--- src/core/cbu_pkg.sv ---
// Shared constants and types for the conditional branch unit
package cbu_pkg;

  // Instruction word layout
  localparam int INSTR_W  = 16;
  localparam int GRP_LSB  = 10;
  localparam int GRP_W    = 6;
  localparam logic [GRP_W-1:0] GRP_CODE = 6'h3c;
  localparam int K_LSB    = 3;
  localparam int K_W      = 7;
  localparam int SEL_LSB  = 0;
  localparam int SEL_W    = 3;

  // Program counter
  localparam int PC_W     = 16;
  localparam logic [PC_W-1:0] PC_RST = 16'h0000;
  localparam logic [PC_W-1:0] PC_ONE = 16'h0001;

  // Cycle counts of a branch
  localparam int NOT_TAKEN_CYCLES = 1;
  localparam int TAKEN_CYCLES     = 2;

  typedef enum logic [SEL_W-1:0] {
    branch_on_zero_set,
    branch_on_zero_clear,
    branch_on_carry_set,
    branch_on_carry_clear,
    branch_same_or_higher,
    branch_unsigned_lower,
    branch_on_negative_set,
    branch_on_negative_clear
  } cbu_cond_e;

  typedef enum logic [0:0] {
    ST_IDLE,
    ST_REDIRECT
  } cbu_state_e;

  typedef struct packed {
    logic z;
    logic c;
    logic n;
  } cbu_flags_s;

  typedef struct packed {
    logic               valid;
    logic [INSTR_W-1:0] word;
  } cbu_req_s;

  typedef struct packed {
    logic            load;
    logic [PC_W-1:0] target;
  } cbu_redirect_s;

endpackage

--- src/core/cbu_branch.sv ---
// Conditional relative branch evaluation and fetch redirect
`timescale 1ns/1ns

module cbu_branch
  import cbu_pkg::*;
#(
  parameter int PW = cbu_pkg::PC_W
)
(
  // Clock and reset
  input  wire logic                 clock,
  input  wire logic                 rst_b,
  // Instruction from fetch
  input  wire cbu_pkg::cbu_req_s    req,
  input  wire logic [PW-1:0]        pc,
  // Status flags, read only
  input  wire cbu_pkg::cbu_flags_s  flags,
  // Results
  output      cbu_pkg::cbu_redirect_s redirect_q,
  output      logic                 busy_q,
  output      logic                 done_q,
  output      logic                 taken_q
);
  cbu_state_e          state_q;
  cbu_state_e          state_d;
  logic                is_branch;
  cbu_cond_e           cond;
  logic [PW-1:0]       offset;
  wire logic           accept;
  wire logic           cond_met;
  wire logic [PW-1:0]  target;
  wire logic           sel_zero_set;
  wire logic           sel_zero_clear;
  wire logic           sel_carry_set;
  wire logic           sel_carry_clear;
  wire logic           sel_neg_set;
  wire logic           sel_neg_clear;

  cbu_decode #(
    .PW        (PW)
  ) u_decode (
    .word      (req.word),
    .is_branch (is_branch),
    .cond      (cond),
    .offset    (offset)
  );

  // Requests during a redirect are dropped; fetch is stalled by busy_q
  assign accept = req.valid && is_branch && (state_q == ST_IDLE);

  assign sel_zero_set    = (cond == branch_on_zero_set);
  assign sel_zero_clear  = (cond == branch_on_zero_clear);
  assign sel_carry_set   = (cond == branch_on_carry_set) ||
                           (cond == branch_unsigned_lower);
  assign sel_carry_clear = (cond == branch_on_carry_clear) ||
                           (cond == branch_same_or_higher);
  assign sel_neg_set     = (cond == branch_on_negative_set);
  assign sel_neg_clear   = (cond == branch_on_negative_clear);

  assign cond_met = (sel_zero_set    &&  flags.z) ||
                    (sel_zero_clear  && !flags.z) ||
                    (sel_carry_clear && !flags.c) ||
                    (sel_carry_set   &&  flags.c) ||
                    (sel_neg_set     &&  flags.n) ||
                    (sel_neg_clear   && !flags.n);

  // Wraps modulo the counter width, like the fetch counter itself
  assign target = PW'(pc + offset + PW'(PC_ONE));

  // Taken branch holds one extra cycle so fetch can redirect
  assign state_d = (state_q == ST_REDIRECT) ? ST_IDLE :
                   (accept && cond_met)     ? ST_REDIRECT : ST_IDLE;

  always_ff @(posedge clock or negedge rst_b)
  begin
    if (!rst_b)
      state_q <= ST_IDLE;
    else
      state_q <= state_d;
  end

  // No path writes the status flags: they are inputs only
  always_ff @(posedge clock or negedge rst_b)
  begin
    if (!rst_b)
    begin
      redirect_q.load   <= 1'b0;
      redirect_q.target <= PW'(PC_RST);
      busy_q            <= 1'b0;
      done_q            <= 1'b0;
      taken_q           <= 1'b0;
    end
    else
    begin
      redirect_q.load <= accept && cond_met;
      if (accept)
        redirect_q.target <= cond_met ? target : PW'(pc + PW'(PC_ONE));
      busy_q  <= accept && cond_met;
      done_q  <= (accept && !cond_met) || (state_q == ST_REDIRECT);
      taken_q <= (state_q == ST_REDIRECT);
    end
  end
endmodule

--- src/core/cbu_decode.sv ---
// Instruction field decoder for the conditional branch unit
`timescale 1ns/1ns
module cbu_decode
  import cbu_pkg::*;
#(
  parameter int PW = cbu_pkg::PC_W
)
(
  // Instruction
  input  wire logic [cbu_pkg::INSTR_W-1:0] word,
  // Decoded fields
  output      logic                        is_branch,
  output      cbu_pkg::cbu_cond_e          cond,
  output      logic [PW-1:0]               offset
);
  wire logic [K_W-1:0] k_field;

  assign is_branch = (word[GRP_LSB +: GRP_W] == GRP_CODE);
  assign cond      = cbu_cond_e'(word[SEL_LSB +: SEL_W]);
  assign k_field   = word[K_LSB +: K_W];
  // Signed word offset, sign extended to the counter width
  assign offset    = {{(PW-K_W){k_field[K_W-1]}}, k_field};

endmodule

--- config.mk ---
export PLATFORM = sky130hd
export DESIGN_NAME = cbu_branch
export DESIGN_NICKNAME = d
export VERILOG_FILES = /design/src/core/cbu_pkg.sv /design/src/core/cbu_branch.sv /design/src/core/cbu_decode.sv
export SDC_FILE = /design/constraint.sdc
export NUM_CORES = 1
export LEC_CHECK = 0
export BUFFER_PORTS_ARGS = -buffer_cell sky130_fd_sc_hd__clkbuf_2
export CAP_MARGIN = 10
export CORE_ASPECT_RATIO = 2
export CORE_MARGIN = 2
export CORE_UTILIZATION = 57
export DETAILED_ROUTE_END_ITERATION = 8
export PLACE_DENSITY_LB_ADDON = 0.15
export SYNTH_ARGS = -nofsm -noshare
export SYNTH_HDL_FRONTEND = slang
export SYNTH_HIERARCHICAL = 1
export SYNTH_SLANG_ARGS = --single-unit
--- constraint.sdc ---
create_clock -name clock -period 4.43 [get_ports clock]
set_clock_uncertainty 0.2 [all_clocks]
set_input_delay 0.443 -clock clock [delete_from_list [all_inputs] [get_ports clock]]
set_output_delay 0.443 -clock clock [all_outputs]
set_load 0.005 [all_outputs]
Word-level counts from Yosys, hierarchy flattened
Index checks and enable logic that the tools add are counted.
{"block": "op_classes", "n_mux": 3, "addsub": 3, "reduce_logical": 23, "bitwise": 1, "eq_ne": 8}
{"operator": "adder 16 x 1 -> 16 bit, second input constant", "count": 2}
{"operator": "adder 16 bit", "count": 1}
{"operator": "two-way mux 16 bit", "count": 1}
{"operator": "equality test 3 bit, second input constant", "count": 4}
{"operator": "logical AND 1 bit", "count": 10}
{"operator": "logical OR 1 bit", "count": 8}
{"operator": "equality test 3 x 2 -> 1 bit, second input constant", "count": 2}
{"operator": "equality test 6 bit, second input constant", "count": 1}
{"operator": "zero test 1 bit", "count": 4}
{"operator": "equality test 3 x 1 -> 1 bit, second input constant", "count": 1}
{"operator": "zero test 3 bit", "count": 1}
{"operator": "two-way mux 1 bit", "count": 2}
{"operator": "NOT 1 bit", "count": 1}
{"block": "word_totals", "out_inout_bits": 20, "reg_bits": 20, "word_cells": 43, "in_bits": 38}

Longest topological paths before layout
{"block": "depth", "word_depth": 10, "ltp_mapped": 12, "mapped_depth_nobuf": 11}

By module
The synthesis kept the hierarchy.
{"mod": "cbu_branch", "cells_per_inst": 219, "area_each_um2": 1903.1, "seq_area_each_um2": 500.5, "n_inst": 1}
{"mod": "cbu_decode", "cells_per_inst": 21, "area_each_um2": 158.9, "seq_area_each_um2": 0.0, "n_inst": 1}

Worst setup path before layout
OpenSTA, ideal clock, no wires.
{"block": "synth_timing", "path_kind": "in2reg", "start": "in req[3] in the netlist's numbering", "end": "reg redirect_q[14] in the netlist's numbering", "arrival_time_ns": 2.104, "slack_ns": 2.007, "setup_time_ns": 0.119, "n_path_buf": 1, "path_stages": 12, "t_required_ns": 4.111, "path_cell_list": "buf_4 > inv_1 > ha_1 > inv_1 > fa_1 > a21oi_1 > o22ai_1 > o211ai_2 > a21oi_1 > xor2_1 > a21oi_1 > nor2_1"}
{"block": "synth_via", "elab_chain_len": 3}
{"item": "start: declaration", "line_no": "cbu_branch.sv:14", "rtl": "input wire cbu_pkg::cbu_req_s req,"}
{"item": "adder 16 bit", "line_no": "cbu_branch.sv:68", "rtl": "assign target = PW'(pc + offset + PW'(PC_ONE));"}
{"item": "adder 16 x 1 -> 16 bit", "line_no": "cbu_branch.sv:68"}
{"item": "two-way mux 16 bit", "line_no": "cbu_branch.sv:97", "rtl": "redirect_q.target <= cond_met ? target : PW'(pc + PW'(PC_ONE));"}
{"item": "end: declaration", "line_no": "cbu_branch.sv:19", "rtl": "output cbu_pkg::cbu_redirect_s redirect_q,"}
No other way between the ends.
A chain may end at the register's enable or synchronous reset.

Final worst setup path
{"block": "layout_timing", "start": "in pc[0]", "end": "reg redirect_q[14] in the netlist's numbering"}
{"block": "layout_via", "elab_chain_len": 3, "elab_cells_between_ends": 4, "classes_between": "3 x add/sub; 1 x mux"}
{"item": "start: declaration", "line_no": "cbu_branch.sv:15", "rtl": "input wire logic [PW-1:0] pc,"}
{"item": "adder 16 bit", "line_no": "cbu_branch.sv:68"}
{"item": "adder 16 x 1 -> 16 bit", "line_no": "cbu_branch.sv:68"}
{"item": "two-way mux 16 bit *", "line_no": "cbu_branch.sv:97"}
Every way passes the cells marked *; elsewhere a longest branch is shown, timed or not.

==> impl_metrics.yaml <==
pwr:
  post-layout-total-power_mw: 0.648
  power.leakage_nw: 1.13
  power-per-cell-area_nw_per_um2: 282
  ir_worst_vdd_mv: 0.204
global_route:
  grt_pass1_wl_mm: 7.22
  globalRouteTotalUtil: 0.230
  grt_antenna_before_repair: 0
  globalRouteOverflowTotal: 0
  grt_start_max_net_pins: 28
  grt_use_met2: 0.422
  globalRouteMet3Util: 0.0162
  global_route.peak_usage_layer: "met2"
  grt_pass1_vias: 1730
  grt_util_met1: 0.268
clocking:
  clkTransAtPathRegs_ns: 0.08
  holdBufCountCts: 1
  tritoncts: "done"
  cts_max_path_buffers: 2
  cts_sink_count: 20
  root_buffer: "sky130_fd_sc_hd__clkbuf_8"
  clock_insertion_delay_worst_skew_ns: 0.26
  inserted_clock_buffers: 3
  clock_tree.htree_level_count: 1
  cts_setup_buffers: 0
  cts_repair_resize_count: 0
placed_design:
  finalWeightedCongestion: 0.846
  io_buffer_count: 57
  dpl.hpwl_mm: 3.56
routing:
  drt_drc_violations_left: 0
  drtIter0Drc: 17
  ant_nets: 0
  routedWlPerCell_um: 13.0
  detailroute.via_count: 1733
  detail_route.vias_per_cell: 5.33
  routed_wirelength_mm: 4.24
  drt_first_pass_iters: 4
cells_and_area:
  area_delta_synth_final_pct: 11.5
  finish.net_count: 332
  finalCoreUtilization: 0.651
  share_of_cells_above_drive_strength_1: 0.297
  n_fill_cell: 316
  num_antenna_cells: 0
synth:
  yosysWarnings: 6
  netlist_top_cells_area: "sky130_fd_sc_hd__dfrtp_1 24%, sky130_fd_sc_hd__ha_1 9.7%, sky130_fd_sc_hd__buf_4 7.6%"
  synthesis.area_per_instance_um2: 8.59
  ys_top_cells_by_count: "21 x sky130_fd_sc_hd__buf_4, 20 x sky130_fd_sc_hd__dfrtp_1, 19 x sky130_fd_sc_hd__nand2_1"
  synthFlopType: "sky130_fd_sc_hd__dfrtp_1"
  synth-seq-area-share: 0.243
  synth-edff-count: 0
  synth.net_count: 295
  synth_cells: 240
  synth.most_common_cell: "sky130_fd_sc_hd__buf_4"
  yosys_register_bits: 20
  synth_top_area_share: 0.243
  synthesis.area_um2: 2060
  synth_largest_area_cell: "sky130_fd_sc_hd__dfrtp_1"
  postSynth.asyncResetShare: 1.00
  synth.lib_cells_used.distinct: 49
timing:
  rsz0062_at_grt: "no"
  fin_setup_tns_ns: 0
  finalCritPeriodShare: 0.526
  timing.final.hold_violations: 0
  max_freq_ghz: 0.429
  final_period_minus_worst_setup_slack_ns: 2.33
  slew_headroom: 0.483
  tightest_slew_ns: 0.776
  number_of_endpoints_failing_setup_at_the_final_stage: 0
  slew_viol_final: 0
critical_path:
  worst_r2r_endpoint: "redirect_q[12]$_DFFE_PN0P_"
  cp_max_fo: 3
  worst_path_top_cell_family_by_delay: "compound AO/OA/AOI/OAI gates"
  cpPeakStageDelay_ns: 0.39
  start_kind: "input port"
  crit_path_end: "redirect_q[14]$_DFFE_PN0P_"
  worst-setup-path-type: "in -> reg"
  critical_path.reg2reg.startpoint: "state_q$_DFF_PN0_"
  worstPathCellList: "clkbuf_2, inv_1, ha_1, inv_1, fa_1, a21oi_1, o22ai_1, o211ai_2, a21oi_1, xor2_1, a21oi_1, nor2_1"
  worst-path-buf-inv: 3
  timing.critical_path.arrival_ns: 2.29
  crit_cells: 12
  crit_path_top_cell_by_count: "sky130_fd_sc_hd__a21oi_1"
  r2r.worst_path.cells: 4
  timing.critical_path.from: "pc[0]"
  setup.worst_path.end_class: "flip-flop"
  r2r_setup_slack_ns: 2.61
  cpMaxStageDelayCell: "sky130_fd_sc_hd__fa_1"
  worstPathRequired_ns: 4.39
floorplan:
  pin_count: 58
  die_area_um2: 4140
  starting_utilization_of_the_core_area: 0.584
  core_footprint_um2: 3530
  fp.dieW_um: 46.5
  num_rows: 31
  die_h_um: 89.1
min_path:
  min_path_type: "reg -> reg"
  hold_path_startpoint: "state_q$_DFF_PN0_"
run_status:
  run_status: "finished, final reports clean"
flow_run:
  max_cap_violations: 0
## sequential cells by signal (all words and copies together) (netlist names)
signal and flops:
state_q 1, redirect_q 17, done_q 1, taken_q 1
## cell type report
cell class	instances	area [um^2]	share of cell area
Clock buffer	3	41.3	0.0180
Clock inverter	1	30.0	0.0131
Inverter	8	30.0	0.0131
Multi-Input combinational cell	186	1340	0.583
Sequential cell	20	500	0.218
Tap cell	49	61.3	0.0267
Timing Repair Buffer	58	295	0.128
## worst register-to-register path, stage by stage (launching register included)
cell	delay, ns
sky130_fd_sc_hd__dfrtp_1	0.41
sky130_fd_sc_hd__nor2_1	0.59
sky130_fd_sc_hd__nand2_1	0.31
sky130_fd_sc_hd__nand2_1	0.14
sky130_fd_sc_hd__a21oi_1	0.07
## power breakdown
part | internal (mW) | switching, mW
combinational | 0.112 | 0.128
sequential | 0.210 | 0.0147
clock | 0.121 | 0.0619
## cells by family (layout without fill, tap and decap cells)
family | Yosys count | after routing | synth area share
multiplexers | 3 | 3 | 0.0170
flip-flops | 20 | 20 | 0.243
XOR/XNOR | 28 | 28 | 0.128
buffers and inverters | 34 | 70 | 0.107
AO/OA/AOI/OAI | 65 | 65 | 0.222
AND/OR/NAND/NOR | 73 | 73 | 0.177
adder cells (fa/ha/maj) | 17 | 17 | 0.107
## through the flow
stage | instance area, um^2 | hold WS (ns) | setup WS [ns] | instances
2_1_floorplan | 2060 | -0.0526 | 2.01 | 240
3_3_place_gp | 2220 | 0.209 | 1.87 | 320
3_5_place_dp | 2220 | 0.211 | 1.83 | 320
4_1_cts | 2300 | 0.230 | 2.11 | 325
5_1_grt | 2300 | 0.241 | 1.97 | 325
6_report | 2300 | 0.228 | 2.10 | 325
## metal layers
layer  part of all wire  vias up
met4              0.017        0
met2               0.52       43
met1               0.43      784
met5                  0        -
li1                   -      900
met3              0.035        6
## worst min path at each step
| stage | end | slack, ns | depth (start not counted) |
|---|---|---|---|
| global placement | taken_q$_DFF_PN0_ | 0.21 | 0 |
| detailed placement | taken_q$_DFF_PN0_ | 0.21 | 0 |
| floorplan | done_q$_DFF_PN0_ | -0.05 | 0 |
| CTS | taken_q$_DFF_PN0_ | 0.23 | 0 |
| finish | taken_q$_DFF_PN0_ | 0.23 | 0 |
| global route | taken_q$_DFF_PN0_ | 0.24 | 0 |
## cell usage in the layout, fill, tap and decap left out, types with 2 or more instances in the layout
cell / instances
sky130_fd_sc_hd__inv_1: 8
sky130_fd_sc_hd__nand2_1: 19
sky130_fd_sc_hd__nor2b_1: 2
sky130_fd_sc_hd__xnor2_1: 17
sky130_fd_sc_hd__o21ai_0: 8
sky130_fd_sc_hd__nand3_1: 9
sky130_fd_sc_hd__o21ai_2: 2
sky130_fd_sc_hd__mux2i_1: 2
sky130_fd_sc_hd__dfrtp_1: 20
sky130_fd_sc_hd__o21ai_1: 12
sky130_fd_sc_hd__nand4_1: 4
sky130_fd_sc_hd__clkbuf_8: 3
sky130_fd_sc_hd__and3_1: 4
sky130_fd_sc_hd__clkbuf_2: 57
sky130_fd_sc_hd__a21o_1: 5
sky130_fd_sc_hd__nand2b_1: 3
sky130_fd_sc_hd__nor2_1: 18
sky130_fd_sc_hd__a21oi_1: 18
sky130_fd_sc_hd__o22ai_1: 3
sky130_fd_sc_hd__ha_1: 16
sky130_fd_sc_hd__nor3_1: 4
sky130_fd_sc_hd__nor3_2: 3
sky130_fd_sc_hd__xor2_1: 10
sky130_fd_sc_hd__or2_2: 3
No activity file was read; power rests on OpenSTA's default activity.
